**src/wdt_pkg.sv**
```systemverilog
// wdt_pkg: constants, offsets and types shared by the watchdog files
package wdt_pkg;

  // ************************************************************
  // register offsets
  // ************************************************************
  localparam logic [7:0] ADDR_UNITS = 8'hF1;
  localparam logic [7:0] ADDR_VALUE = 8'hF2;
  localparam logic [7:0] ADDR_CFG = 8'hF3;
  localparam logic [7:0] ADDR_CTRL = 8'hF4;
  localparam logic [7:0] ADDR_EVT_STATUS = 8'hF5;
  localparam logic [7:0] ADDR_EVT_MASK = 8'hF6;

  // ************************************************************
  // field positions
  // ************************************************************
  localparam int UNITS_SECONDS_BIT = 7;
  localparam int CFG_GAME_BIT = 0;
  localparam int CFG_KBD_BIT = 1;
  localparam int CFG_MOUSE_BIT = 2;
  localparam int CFG_MAP_LSB = 4;
  localparam int CTRL_STATUS_BIT = 0;
  localparam int CTRL_FORCE_BIT = 2;
  localparam int CTRL_EXT_BIT = 3;
  localparam int EVT_COUNT_BIT = 0;
  localparam int EVT_SOFT_BIT = 1;
  localparam int EVT_KBC_BIT = 2;
  localparam int EVT_WIDTH = 3;

  localparam logic [3:0] MAP_DISABLED = 4'h0;
  localparam logic [3:0] MAP_INVALID = 4'h2;

  // ************************************************************
  // values after reset
  // ************************************************************
  localparam logic [7:0] VALUE_RESET = 8'h00;
  localparam logic [3:0] MAP_RESET = 4'h0;
  localparam logic [2:0] CFG_EN_RESET = 3'h0;
  localparam logic [2:0] EVT_RESET = 3'h0;

  // ************************************************************
  // timing
  // ************************************************************
  localparam int unsigned SECOND_NS = 1000000000;
  localparam int unsigned CLOCK_PERIOD_NS = 10;
  localparam int unsigned CYCLES_PER_SECOND = SECOND_NS / CLOCK_PERIOD_NS;
  localparam int unsigned SECONDS_PER_MINUTE = 60;

  typedef enum logic [1:0] {WD_IDLE, WD_COUNT, WD_EXPIRED} wdt_state_t;

endpackage

```
**src/wdt_tick_if.sv**
```systemverilog
// wdt_tick_if: unit tick handshake between the watchdog core and its prescaler
`timescale 1ns/1ps
interface wdt_tick_if;
  logic restart;
  logic seconds;
  logic unitTick;
  modport gen(input restart, input seconds, output unitTick);
  modport core(output restart, output seconds, input unitTick);
endinterface

```
**src/wdt_unit_tick.sv**
```systemverilog
// wdt_unit_tick: prescaler giving one pulse per second or per minute
`timescale 1ns/1ps
module wdt_unit_tick #(
  parameter int unsigned TICK_CYCLES = wdt_pkg::CYCLES_PER_SECOND
) (
  input wire logic core_clk,
  input wire logic reset,
  wdt_tick_if.gen tickPort
);
  import wdt_pkg::*;

  logic [31:0] cycleCount;
  logic [5:0] secCount;
  logic unitTick;
  logic [31:0] next_cycleCount;
  logic [5:0] next_secCount;
  logic next_unitTick;

  assign tickPort.unitTick = unitTick;

  // ************************************************************
  // prescaler
  // ************************************************************
  always_comb begin
    next_cycleCount = cycleCount + 32'h1;
    next_secCount = secCount;
    next_unitTick = 1'b0;
    if (tickPort.restart) begin
      // restart aligns the first unit to the reload moment
      next_cycleCount = 32'h0;
      next_secCount = 6'h0;
    end else if (cycleCount == TICK_CYCLES - 1) begin
      next_cycleCount = 32'h0;
      if (tickPort.seconds || secCount == 6'(SECONDS_PER_MINUTE - 1)) begin
        next_secCount = 6'h0;
        next_unitTick = 1'b1;
      end else begin
        next_secCount = secCount + 6'h1;
      end
    end
  end

  always_ff @(posedge core_clk) begin
    if (reset) begin
      cycleCount <= 32'h0;
      secCount <= 6'h0;
      unitTick <= 1'b0;
    end else begin
      cycleCount <= next_cycleCount;
      secCount <= next_secCount;
      unitTick <= next_unitTick;
    end
  end
endmodule

```
**src/wdt_aux_top.sv**
```systemverilog
// wdt_aux_top: auxiliary I/O watchdog timer with its register set
`timescale 1ns/1ps
module wdt_aux_top #(
  parameter int unsigned TICK_CYCLES = wdt_pkg::CYCLES_PER_SECOND
) (
  input wire logic core_clk,
  input wire logic reset,
  input wire logic standbyReset,
  input wire logic [7:0] regAddr,
  input wire logic [7:0] regWrData,
  input wire logic regWrite,
  input wire logic regRead,
  output logic [7:0] regRdData,
  input wire logic gamePortAccess,
  input wire logic kbdIrq,
  input wire logic mouseIrq,
  input wire logic kbcResetOutput,
  output logic [15:0] irqLines,
  output logic eventIrq,
  output logic timeoutPulse
);
  import wdt_pkg::*;

  // ************************************************************
  // helpers
  // ************************************************************
  function automatic logic wrHit(input logic we, input logic [7:0] addr,
                                 input logic [7:0] target);
    wrHit = we && (addr == target);
  endfunction

  function automatic logic [15:0] irqDecode(input logic [3:0] map);
    if (map == MAP_DISABLED || map == MAP_INVALID) begin
      irqDecode = 16'h0000;
    end else begin
      irqDecode = 16'h0001 << map;
    end
  endfunction

  // ************************************************************
  // state
  // ************************************************************
  logic unitsSeconds;
  logic [7:0] timeoutValue;
  logic [2:0] cfgEnables;
  logic [3:0] irqMap;
  logic ctrlStatus;
  logic ctrlExtEnable;
  logic [EVT_WIDTH-1:0] evtStatus;
  logic [EVT_WIDTH-1:0] evtMask;
  logic [7:0] remaining;
  wdt_state_t state;
  logic [2:0] kbcSync;
  logic kbcLevel;
  logic kbcLevelPrev;
  logic kbdPrev;
  logic mousePrev;

  logic next_unitsSeconds;
  logic [7:0] next_timeoutValue;
  logic [2:0] next_cfgEnables;
  logic [3:0] next_irqMap;
  logic next_ctrlStatus;
  logic next_ctrlExtEnable;
  logic [EVT_WIDTH-1:0] next_evtStatus;
  logic [EVT_WIDTH-1:0] next_evtMask;
  logic [7:0] next_remaining;
  wdt_state_t next_state;
  logic [2:0] next_kbcSync;
  logic next_kbcLevel;
  logic [7:0] next_regRdData;
  logic [15:0] next_irqLines;
  logic next_eventIrq;
  logic next_timeoutPulse;

  logic kbdRise;
  logic mouseRise;
  logic kbcRise;
  logic softForce;
  logic kbcForce;
  logic reloadEvent;
  logic valueWrite;
  logic restart;
  logic [7:0] loadValue;
  logic countExpire;
  logic timeoutEvent;
  logic [EVT_WIDTH-1:0] evtSet;
  logic [EVT_WIDTH-1:0] evtClear;

  wdt_tick_if tickBus();

  wdt_unit_tick #(
    .TICK_CYCLES(TICK_CYCLES)
  ) unitTimer (
    .core_clk(core_clk),
    .reset(reset),
    .tickPort(tickBus.gen)
  );

  assign tickBus.restart = restart;
  assign tickBus.seconds = unitsSeconds;

  // ************************************************************
  // event detection
  // ************************************************************
  assign kbdRise = kbdIrq && !kbdPrev;
  assign mouseRise = mouseIrq && !mousePrev;
  // level may stay high for ever, so only the edge may force
  assign kbcRise = kbcLevel && !kbcLevelPrev;
  assign kbcForce = kbcRise && ctrlExtEnable;
  assign softForce = wrHit(regWrite, regAddr, ADDR_CTRL) && regWrData[CTRL_FORCE_BIT];

  assign reloadEvent = (gamePortAccess && cfgEnables[CFG_GAME_BIT])
                     || (kbdRise && cfgEnables[CFG_KBD_BIT])
                     || (mouseRise && cfgEnables[CFG_MOUSE_BIT]);
  assign valueWrite = wrHit(regWrite, regAddr, ADDR_VALUE);
  // a change of units also restarts, so no unit is half old, half new
  assign restart = reloadEvent || valueWrite || wrHit(regWrite, regAddr, ADDR_UNITS);
  assign loadValue = valueWrite ? regWrData : timeoutValue;
  assign countExpire = (state == WD_COUNT) && tickBus.unitTick
                     && (remaining == 8'h01) && !restart;
  assign timeoutEvent = countExpire || softForce || kbcForce;

  assign evtSet = {kbcForce, softForce, countExpire};
  assign evtClear = wrHit(regWrite, regAddr, ADDR_EVT_STATUS) ? regWrData[EVT_WIDTH-1:0]
                                                                : EVT_RESET;

  // ************************************************************
  // keyboard controller pin and edge history
  // ************************************************************
  always_comb begin
    next_kbcSync = {kbcSync[1:0], kbcResetOutput};
    next_kbcLevel = kbcLevel;
    if (kbcSync[1] == kbcSync[2]) begin
      next_kbcLevel = kbcSync[2];
    end
  end

  always_ff @(posedge core_clk) begin
    if (reset) begin
      kbcSync <= 3'h0;
      kbcLevel <= 1'b0;
      kbcLevelPrev <= 1'b0;
      kbdPrev <= 1'b0;
      mousePrev <= 1'b0;
    end else begin
      kbcSync <= next_kbcSync;
      kbcLevel <= next_kbcLevel;
      kbcLevelPrev <= kbcLevel;
      kbdPrev <= kbdIrq;
      mousePrev <= mouseIrq;
    end
  end

  // ************************************************************
  // configuration registers, main reset
  // ************************************************************
  always_comb begin
    next_unitsSeconds = unitsSeconds;
    next_timeoutValue = timeoutValue;
    next_cfgEnables = cfgEnables;
    next_irqMap = irqMap;
    next_evtMask = evtMask;
    if (wrHit(regWrite, regAddr, ADDR_UNITS)) begin
      next_unitsSeconds = regWrData[UNITS_SECONDS_BIT];
    end
    if (valueWrite) begin
      next_timeoutValue = regWrData;
    end
    if (wrHit(regWrite, regAddr, ADDR_CFG)) begin
      next_cfgEnables = regWrData[2:0];
      next_irqMap = regWrData[CFG_MAP_LSB +: 4];
    end
    if (wrHit(regWrite, regAddr, ADDR_EVT_MASK)) begin
      next_evtMask = regWrData[EVT_WIDTH-1:0];
    end
  end

  always_ff @(posedge core_clk) begin
    if (reset) begin
      unitsSeconds <= 1'b0;
      timeoutValue <= VALUE_RESET;
      cfgEnables <= CFG_EN_RESET;
      irqMap <= MAP_RESET;
      evtMask <= EVT_RESET;
    end else begin
      unitsSeconds <= next_unitsSeconds;
      timeoutValue <= next_timeoutValue;
      cfgEnables <= next_cfgEnables;
      irqMap <= next_irqMap;
      evtMask <= next_evtMask;
    end
  end

  // ************************************************************
  // control register, standby reset only
  // ************************************************************
  always_comb begin
    next_ctrlStatus = ctrlStatus;
    next_ctrlExtEnable = ctrlExtEnable;
    if (wrHit(regWrite, regAddr, ADDR_CTRL)) begin
      next_ctrlStatus = regWrData[CTRL_STATUS_BIT];
      next_ctrlExtEnable = regWrData[CTRL_EXT_BIT];
    end
    // a timeout in the cycle of a clearing write still lands
    if (timeoutEvent) begin
      next_ctrlStatus = 1'b1;
    end
  end

  always_ff @(posedge core_clk) begin
    if (standbyReset) begin
      ctrlStatus <= 1'b0;
      ctrlExtEnable <= 1'b0;
    end else begin
      ctrlStatus <= next_ctrlStatus;
      ctrlExtEnable <= next_ctrlExtEnable;
    end
  end

  // ************************************************************
  // countdown
  // ************************************************************
  always_comb begin
    next_state = state;
    next_remaining = remaining;
    if (restart) begin
      if (loadValue == 8'h00) begin
        next_state = WD_IDLE;
        next_remaining = 8'h00;
      end else begin
        next_state = WD_COUNT;
        next_remaining = loadValue;
      end
    end else begin
      unique case (state)
        WD_IDLE: begin
          next_remaining = 8'h00;
        end
        WD_COUNT: begin
          if (tickBus.unitTick) begin
            if (remaining == 8'h01) begin
              next_state = WD_EXPIRED;
              next_remaining = 8'h00;
            end else begin
              next_remaining = remaining - 8'h01;
            end
          end
        end
        WD_EXPIRED: begin
          next_remaining = 8'h00;
        end
      endcase
    end
  end

  always_ff @(posedge core_clk) begin
    if (reset) begin
      state <= WD_IDLE;
      remaining <= 8'h00;
    end else begin
      state <= next_state;
      remaining <= next_remaining;
    end
  end

  // ************************************************************
  // event status, read port and outputs
  // ************************************************************
  always_comb begin
    next_evtStatus = (evtStatus & ~evtClear) | evtSet;
    next_irqLines = ctrlStatus ? irqDecode(irqMap) : 16'h0000;
    next_eventIrq = |(next_evtStatus & evtMask);
    next_timeoutPulse = timeoutEvent;
    next_regRdData = 8'h00;
    if (regRead) begin
      unique case (regAddr)
        ADDR_UNITS: next_regRdData = {unitsSeconds, 7'h00};
        ADDR_VALUE: next_regRdData = timeoutValue;
        ADDR_CFG: next_regRdData = {irqMap, 1'b0, cfgEnables};
        // force bit is write-only and reads as zero
        ADDR_CTRL: next_regRdData = {4'h0, ctrlExtEnable, 2'h0, ctrlStatus};
        ADDR_EVT_STATUS: next_regRdData = {5'h00, evtStatus};
        ADDR_EVT_MASK: next_regRdData = {5'h00, evtMask};
        default: next_regRdData = 8'h00;
      endcase
    end
  end

  always_ff @(posedge core_clk) begin
    if (reset) begin
      evtStatus <= EVT_RESET;
      irqLines <= 16'h0000;
      eventIrq <= 1'b0;
      timeoutPulse <= 1'b0;
      regRdData <= 8'h00;
    end else begin
      evtStatus <= next_evtStatus;
      irqLines <= next_irqLines;
      eventIrq <= next_eventIrq;
      timeoutPulse <= next_timeoutPulse;
      regRdData <= next_regRdData;
    end
  end
endmodule

```
**config.mk**
```make
export PLATFORM = sky130hd
export DESIGN_NAME = wdt_aux_top
export DESIGN_NICKNAME = d
export VERILOG_FILES = /design/src/wdt_pkg.sv /design/src/wdt_tick_if.sv /design/src/wdt_unit_tick.sv /design/src/wdt_aux_top.sv
export SDC_FILE = /design/constraint.sdc
export NUM_CORES = 1
export LEC_CHECK = 0
export BUFFER_PORTS_ARGS = -buffer_cell sky130_fd_sc_hd__buf_2
export CAP_MARGIN = 20
export CELL_PAD_IN_SITES_DETAIL_PLACEMENT = 0
export CELL_PAD_IN_SITES_GLOBAL_PLACEMENT = 1
export CORE_MARGIN = 2
export CORE_UTILIZATION = 44
export CTS_CLUSTER_DIAMETER = 50
export DETAILED_ROUTE_END_ITERATION = 8
export PLACE_DENSITY_LB_ADDON = 0.25
export RECOVER_POWER = 50
export SLEW_MARGIN = 20
export SYNTH_ARGS = -nofsm -noshare
export SYNTH_HDL_FRONTEND = slang
export SYNTH_SLANG_ARGS = --single-unit
```
**constraint.sdc**
```tcl
create_clock -name core_clk -period 2.85 [get_ports core_clk]
set_input_delay 0.1425 -clock core_clk [delete_from_list [all_inputs] [get_ports core_clk]]
set_output_delay 0.1425 -clock core_clk [all_outputs]
set_load 0.01 [all_outputs]
```
==> results of run 1 <==
cell families after synthesis:
family / count (synthesis) / share of synthesized area [%]
AO/OA/AOI/OAI: 60 / 9.24
buffers and inverters: 26 / 2.15
flip-flops: 106 / 46.8
multiplexers: 27 / 6.01
adder cells (fa/ha/maj): 4 / 1.10
other: 1 / 0.0826
XOR/XNOR: 30 / 5.79
AND/OR/NAND/NOR: 253 / 28.9
cells in the final DEF, fill, tap and decap left out, drive strengths merged, types with 16 or more instances in the layout:
cell type | netlist | routed
buf | 3 | 30
clkbuf | 16 | 37
dfxtp | 106 | 106
mux2i | 25 | 25
nand2 | 35 | 35
nand3 | 22 | 22
nand4 | 26 | 26
nor2 | 79 | 79
nor4 | 16 | 16
xor2 | 22 | 22
synth_stat cells (all sizes together), types with 2 or more instances:
library cell / number
xor2: 22
or4: 5
buf: 3
a22o: 2
nor3b: 8
o221ai: 2
mux2: 2
nor4: 16
nor2b: 12
xnor2: 8
nand3: 22
and4: 2
and2: 9
a221oi: 5
nand2: 35
nor2: 79
nor3: 12
o21a: 3
nand3b: 3
or2: 2
dfxtp: 106
nand4: 26
a21oi: 12
ha: 4
nand2b: 7
clkbuf: 16
and3: 6
o21ai: 9
a211oi: 5
inv: 7
a31oi: 6
or3: 4
mux2i: 25
nand4b: 2
a21boi: 3
routing by layer:
metal / wire length [microns] / track usage (%)
met1: 4570 / 23.9
met2: 4690 / 32.2
met3: 481 / 2.72
met4: 191 / 8.27
met5: 0 / 0
final timing paths:
path	from	end	depth (start not counted)	slack [ns]
worst max-delay path	unitTimer.cycleCount[0]	unitTimer.secCount[5]	6	0.56
worst min-delay path	kbcResetOutput	kbcSync[0]	2	0.01
worst max register to register	unitTimer.cycleCount[0]	unitTimer.secCount[5]	6	0.56
worst min register to register	kbcSync[0]	kbcSync[1]	1	0.46
critical path, delay by kind of cell, from the launching register on:
kind,cells,cell delay [ns]
adders and majority gates,1,0.23
AOI/OAI and AO/OA,1,0.14
DFF,1,0.41
and+or+nand+nor,4,1.45
final cells by class:
class	count	area (sq um)	share of cell area [%]
timing repair buffer	59	280	5.44
clock inverter	7	98.8	1.92
tap	136	170	3.30
clock buffer	9	124	2.41
sequential	106	2120	41.2
inverter	7	26.3	0.510
multi-input combinational	376	2330	45.2
power by group through the flow:
| stage | sequential, uW | clock, uW | combinational [uW] |
|---|---|---|---|
| floorplan | 1530 | 0 | 46.8 |
| global placement | 1530 | 0 | 92.4 |
| detailed placement | 1530 | 0 | 92.4 |
| CTS | 1500 | 1060 | 94.3 |
| global route | 1500 | 1110 | 104 |
| finish | 1500 | 1030 | 93.0 |
sequential cells by signal (all words and copies together) (netlist names), 4 cells and up:
name	flops
timeoutValue	8
regRdData	8
unitTimer.secCount	6
remaining	8
irqMap	4
irqLines	16
unitTimer.cycleCount	32
through the flow:
stage	worst slack [ns]	util (%)
finish	0.564	50.6
detailed placement	0.588	48.7
floorplan	0.704	-
global route	0.420	50.6
global placement	0.607	48.7
CTS	0.538	51.0
==> metrics.txt, run 1 <==
NetSw=591 uW; top cell type's share of synthesized area=46.8%; synthesized area per cell=8.95 sq um; Post-synth EDFFs=0; Synth area leaders=dfxtp_1 47%, nor2_1 6.5%, mux2i_1 5.5%; Layout Cells excl Fill=700; die span in x=106 microns; DR DRC count=0; Critical Path RT=3.16 ns; clock power share=39.2%; n_diodes=0; max incr delay on CP=0.50 ns; Net count, final=588; dpl cell area=4960 sq um; CP max-delay cell=or4_1; Clock Latency Late Sink=0.37 ns; Die Height=106 microns; worst-path maximum fanout=5; Routed wire per std cell=14.2 microns; Vias=3786; Max VDD drop=0.214 mV; Core Rows=37; Worst setup EP type=flop; total chip power=2610 uW; # port buffers=50; Arr. time, crit path=2.59 ns; CP Launch Type=flop; CP Cell Sequence=ha_1 > nand2_1 > or3_4 > or4_1 > or4_1 > a21oi_1; cts-stage hold buffer count=1; Finished Cell Area=5150 sq um; Final Hold Fails=0; Cell Area, Synth=4540 sq um; relative slew slack=-21.8%; cells after synthesis=507; final antenna-violating net count=0; Die ar.=11100 sq um; Final setup viols=0; largest net degree at the start of global routing=42; root buffer cell=clkbuf_8; failing checks=max-capacitance violations, max-slew violations; clk_skew=0.0134 ns; CTS clock-pin slew for the worst setup and hold paths=0.10 ns; first-pass GRT wire length=17.1 mm; DRT Pass-1 Iters=4; Synth async-reset ratio=0%; Sum Neg Setup Slack=0 ns; most used cell, CP=or4_1; Final Max Tran Viols=42; Post-CTS Setup Inserts=0; antenna violations before repair=0; Int Pwr=2020 uW; RSZ-0062 raised after global routing=no; initial core utilization=44.6%; pwr/cell area=508 nW/um^2; GP Congestion=0.837; Area growth syn-to-layout=13.5%; Max Cap Viol=1; cells resized by post-CTS repair=0; worst hold path type=in -> reg; FMAX=437 MHz; count of cell types in the netlist=57; core area=10200 sq um; CTS buffer count=9; leakage power=0.00187 uW; biggest area consumer among synthesized cells=dfxtp_1; Crit Path Category=reg -> reg; Worst Max-Slew Pin Slew=1.83 ns; Clock Tree Buf Depth=2; Overflow after GRT=0; Logic pwr share=3.6%; Post-Place Cells=683; # fillers=1017; Switching Fraction=22.6%; Iter 0 DRT Violations=116; top-level I/O count=51; vias in the first global route=3595; Via density=5.41; #FFs+latches synth=106; H-tree levels=3; WL final=9.94 mm; ratio of cells with drive above 1 in the final layout=9.75%; Top FF cell, synth=dfxtp_1; CTS tree=built; synth warn=0; Min Hold Slack=0.0120 ns; GRT Util Overall=18.9%; CTS Sinks=106; Seq/Total Area, Yosys=46.8%; register share of total power=57.2%; crit path time final=2.29 ns; fin crit share=80.2%; hpwl dp=7.04 mm; status=complete, but fails checks
(Power assumes the default switching activity.)
==> run 2, diff against run 1 <==
Clock period 2.85 ns to 2.2 ns, I/O delays scaled along.
==> metrics.txt, run 2 (same netlist as run 1, synthesis figures left out) <==
DR DRC count=0 (unchanged); Overflow after GRT=0 (unchanged); die span in x=106 microns (unchanged); core area=10200 sq um (unchanged); Hold EP=irqMap[0] (was kbcSync[0]); vias in the first global route=3751 (was 3595); GRT Util Overall=19.3% (was 18.9%); worst-path maximum fanout=3 (was 5); Core Rows=37 (unchanged); GP Congestion=0.867 (was 0.837); CTS Sinks=106 (unchanged); Worst Max-Slew Pin Slew=0.786 ns (was 1.83 ns); FMAX=470 MHz (was 437 MHz); CTS buffer count=9 (unchanged); leakage power=0.00197 uW (was 0.00187 uW); Net count, final=611 (was 588); CTS tree=built (unchanged); most frequent cells in the layout=104 x dfxtp_1, 79 x nor2_1, 35 x nand2_1 (was 106 x dfxtp_1, 79 x nor2_1, 35 x nand2_1); Die Height=106 microns (unchanged); initial core utilization=44.6% (unchanged); CP max-delay cell=or4_4 (was or4_1); Worst R2R End=unitTimer.secCount[5] (unchanged); commonest non-fill, non-tap cell in the layout=dfxtp_1 (unchanged); Post-Place Worst Slack=0.00772 ns (was 0.588 ns); Sequential Area=2120 sq um (about the same); max reg flops=32 (unchanged); Final Hold Fails=0 (unchanged); # fillers=978 (was 1017); status=complete, no violations (was complete, but fails checks); DRT Pass-1 Iters=4 (unchanged); WL final=10.3 mm (was 9.94 mm); CP Launch Type=flop (unchanged); hpwl dp=7.48 mm (was 7.04 mm); footprint of the multi-input gates=2350 sq um (was 2330 sq um); H-tree levels=3 (unchanged); hold path startpoint=regWrData[4] (was kbcResetOutput); Crit Path Category=reg -> reg (unchanged); relative slew slack=47.6% (was -21.8%); CTS clock-pin slew for the worst setup and hold paths=0.11 ns (was 0.10 ns); Layout Cells excl Fill=723 (was 700); crit path time final=2.13 ns (was 2.29 ns); # port buffers=50 (unchanged); Max VDD drop=0.330 mV (was 0.214 mV); Via density=5.28 (was 5.41); Iter 0 DRT Violations=128 (was 116); Clock Tree Buf Depth=2 (unchanged); final setup margin=0.0718 ns (was 0.564 ns); largest net degree at the start of global routing=40 (was 42); root buffer cell=clkbuf_8 (unchanged); Hold Crit Depth=3 (was 2); fin crit share=96.7% (was 80.2%); clk_skew=0.0202 ns (was 0.0134 ns); worst reg-to-reg path cell count=5 (was 6); Routed wire per std cell=14.3 microns (was 14.2 microns); Die ar.=11100 sq um (unchanged); worst hold path type=in -> reg (unchanged); first-pass GRT wire length=17.5 mm (was 17.1 mm); CP Cell Sequence=nor4_2 > nand4_1 > or4_4 > or4_1 > a21oi_1 (was ha_1 > nand2_1 > or3_4 > or4_1 > or4_1 > a21oi_1); Final Max Tran Viols=0 (was 42); Core Util, Final=52.4% (was 50.6%); Critical Path RT=2.50 ns (was 3.16 ns); reg2reg setup slack=0.07 ns (was 0.56 ns); top-level I/O count=51 (unchanged); dpl cell area=5090 sq um (was 4960 sq um); Clock Latency Late Sink=0.38 ns (was 0.37 ns); Final setup viols=0 (unchanged); Vias=3814 (was 3786); Worst R2R Start=unitTimer.cycleCount[19] (was unitTimer.cycleCount[0]); pwr/cell area=605 nW/um^2 (was 508 nW/um^2); ratio of cells with drive above 1 in the final layout=13.5% (was 9.75%); Biggest register=unitTimer.cycleCount (unchanged); antenna violations before repair=0 (unchanged); Worst setup EP type=flop (unchanged); Finished Cell Area=5340 sq um (was 5150 sq um); final antenna-violating net count=0 (unchanged); n_diodes=0 (unchanged); Largest regs=unitTimer.cycleCount (32), irqLines (16) (unchanged); Area growth syn-to-layout=17.7% (was 13.5%); Max Cap Viol=0 (was 1); Post-Place Cells=699 (was 683); Arr. time, crit path=2.43 ns (was 2.59 ns); max incr delay on CP=0.55 ns (was 0.50 ns)
[run 2: stage by stage]
step	hold slack, ns	power (uW)	TNS, ns
final	0.0258	3230	0
after global routing	0.0267	3370	-0.00986
after CTS	0.0135	3280	0
after detailed placement	0.296	2110	0
after global placement	0.293	2110	0
after floorplan	0.179	2040	0
[run 2: area by class of cell]
type | count | area share (%)
clock buffer | 9 | 2.32
clock inverter | 7 | 1.31
inverter | 7 | 0.492
multi-input combinational | 376 | 44.0
sequential | 106 | 39.8
tap | 136 | 3.19
timing repair buffer | 82 | 8.88
[run 2: how the worst max path moves through the flow]
stage                                  start               endpoint  depth (start not counted)
finish              unitTimer.cycleCount[19]  unitTimer.secCount[5]                          5
global route        unitTimer.cycleCount[27]  unitTimer.secCount[5]                          5
CTS                  unitTimer.cycleCount[1]  unitTimer.secCount[5]                          6
detailed placement  unitTimer.cycleCount[27]  unitTimer.secCount[5]                          5
global placement    unitTimer.cycleCount[19]  unitTimer.secCount[5]                          5
floorplan            unitTimer.cycleCount[0]  unitTimer.secCount[5]                          6
[run 2: power by group]
part | switching [uW] | total (uW) | internal [uW]
combinational | 86.5 | 141 | 54.6
sequential | 5.53 | 1940 | 1930
clock | 709 | 1150 | 443
[run 2: layer usage]
metal / GRT usage [%] / routed length, microns / up-vias
met1: 23.3 / 4760 / 1777
li1: - / - / 1967
met5: 0 / 0 / -
met3: 3.77 / 332 / 5
met2: 34.1 / 5160 / 65
met4: 6.67 / 82 / 0
[run 2: repair_timing]
item,CTS,global route
pin swaps,1,1
endpoints found under the hold margin,7,0
endpoints found under the setup margin,1,2
cloned,0,0
setup buffers,0,2
hold buffers,6,0
resized for setup,3,4
[run 2: worst max-delay path: cells and delay by family, from the launching register on]
kind            cells  cell delay (ns)
simple gates        4             1.56
flops               1             0.35
compound gates      1             0.14
==> run 3, diff against run 2 <==
Settings changed: CORE_MARGIN 2 to unset, CORE_UTILIZATION 44 to 45.
Clock period 2.2 ns to 2.6 ns, I/O delays scaled along.
==> metrics.txt, run 3 (same netlist as run 1, synthesis figures left out) <==
Post-CTS Setup Inserts=0 (unchanged); Die ar.=10500 sq um (was 11100 sq um); DRT Pass-1 Iters=4 (unchanged); worst-path maximum fanout=5 (was 3); Crit Path Category=reg -> reg (unchanged); Routed wire per std cell=14.9 microns (was 14.3 microns); antenna violations before repair=0 (unchanged); H-tree levels=3 (unchanged); Crit path max-delay family=simple AND/OR/NAND/NOR gates (unchanged); CP bufs+invs=0 (unchanged); GRT Util Overall=21.2% (was 19.3%); top-level I/O count=51 (unchanged); Clock Latency Late Sink=0.37 ns (was 0.38 ns); Iter 0 DRT Violations=123 (was 128); relative slew slack=43.8% (was 47.6%); status=complete, no violations (unchanged); cells resized by post-CTS repair=0 (was 3); Vias=3805 (was 3814); CTS buffer count=9 (unchanged); Area growth syn-to-layout=14.3% (was 17.7%); Via density=5.41 (was 5.28); Arr. time, crit path=2.62 ns (was 2.43 ns); die span in x=102 microns (was 106 microns); Max Cap Viol=0 (unchanged); max reg flops=32 (unchanged); commonest non-fill, non-tap cell in the layout=dfxtp_1 (unchanged); # fillers=953 (was 978); n_diodes=0 (unchanged); CTS clock-pin slew for the worst setup and hold paths=0.11 ns (about the same); total chip power=2770 uW (was 3230 uW); CTS Sinks=106 (unchanged); core area=9770 sq um (was 10200 sq um); ratio of cells with drive above 1 in the final layout=9.30% (was 13.5%); Biggest register=unitTimer.cycleCount (unchanged); Clock Tree Buf Depth=2 (unchanged); Die Height=102 microns (was 106 microns); Min Hold Slack=0.0364 ns (was 0.0258 ns); CTS tree=built (unchanged); Net count, final=595 (was 611); FMAX=430 MHz (was 470 MHz); worst hold path type=in -> reg (unchanged); max incr delay on CP=0.51 ns (was 0.55 ns); Worst setup EP type=flop (unchanged); GP Congestion=0.838 (was 0.867); Largest regs=unitTimer.cycleCount (32), irqLines (16) (unchanged); Core Rows=36 (was 37); Overflow after GRT=0 (unchanged); clk_skew=0.0109 ns (was 0.0202 ns); Final setup viols=0 (unchanged); Core Util, Final=53.1% (was 52.4%); # port buffers=50 (unchanged); initial core utilization=46.4% (was 44.6%); most used cell, CP=or4_1; root buffer cell=clkbuf_8 (unchanged); Sum Neg Setup Slack=0 ns (unchanged); CP max-delay cell=or4_1 (was or4_4); leakage power=0.00188 uW (was 0.00197 uW); vias in the first global route=3444 (was 3751); first-pass GRT wire length=17.0 mm (was 17.5 mm); Final Hold Fails=0 (unchanged); largest net degree at the start of global routing=40 (unchanged); RSZ-0062 raised after global routing=no; Worst Max-Slew Pin Slew=0.843 ns (was 0.786 ns); hpwl dp=7.46 mm (was 7.48 mm); final antenna-violating net count=0 (unchanged); most frequent cells in the layout=106 x dfxtp_1, 79 x nor2_1, 35 x nand2_1 (was 104 x dfxtp_1, 79 x nor2_1, 35 x nand2_1); CP Launch Type=flop (unchanged); DR DRC count=0 (unchanged); Max VDD drop=0.327 mV (was 0.330 mV); fin crit share=89.4% (was 96.7%); Final Max Tran Viols=0 (unchanged); Critical Path RT=2.89 ns (was 2.50 ns); crit path time final=2.32 ns (was 2.13 ns); WL final=10.5 mm (was 10.3 mm); CP Cell Sequence=ha_1 > nand2_1 > or3_4 > or4_1 > or4_1 > a21oi_1 (was nor4_2 > nand4_1 > or4_4 > or4_1 > a21oi_1); pwr/cell area=534 nW/um^2 (was 605 nW/um^2)
## run 3: power by group
group	switching, uW	total (uW)	internal [uW]	leakage, uW
clock network	568	1020	452	0.0000938
logic	71.3	112	40.5	0.000931
registers	7.03	1640	1630	0.000856
## run 3: final cells by class
cell class                 count  area (sq um)  share of cell area [%]
clock buffer                   9           124                    2.39
inverter                       7          26.3                   0.507
multi-input combinational    376          2320                    44.8
clock inverter                 6          73.8                    1.42
tap                          133           166                    3.21
sequential                   106          2120                    40.9
timing repair buffer          66           352                    6.78
## run 3: tightest hold or removal path, delay by kind of cell
| family | cells | cell delay (ns) |
|---|---|---|
| buf+inv | 1 | 0.10 |
| simple gates | 1 | 0.08 |
| mux | 1 | 0.06 |
## run 3: per-layer routing
layer / vias to the layer above / part of all wire [%] / track usage (%)
met4: 0 / 0.76 / 6.48
met3: 6 / 3.5 / 3.97
met2: 72 / 45 / 32.9
li1: 1932 / - / -
met5: - / 0 / 0
met1: 1795 / 51 / 29.9
## run 3: repair_timing
action,in CTS,in global routing
hold endpoints to repair,5,0
endpoints found under the setup margin,0,0
hold buffers,5,0
## run 3: final timing paths
path	startpoint	endpoint	slack, ns	depth (start not counted)
max	unitTimer.cycleCount[0]	unitTimer.secCount[5]	0.28	6
min	regWrData[6]	irqMap[2]	0.04	3
max reg2reg	unitTimer.cycleCount[0]	unitTimer.secCount[5]	0.28	6
min reg2reg	kbcSync[0]	kbcSync[1]	0.46	1
## run 3: metrics by stage
step,std cells,setup slack [ns],cell area (sq um)
floorplan,508,0.454,4540
global placement,683,0.358,4990
detailed placement,683,0.314,4990
CTS,703,0.273,5240
global route,703,0.179,5190
finish,703,0.277,5190
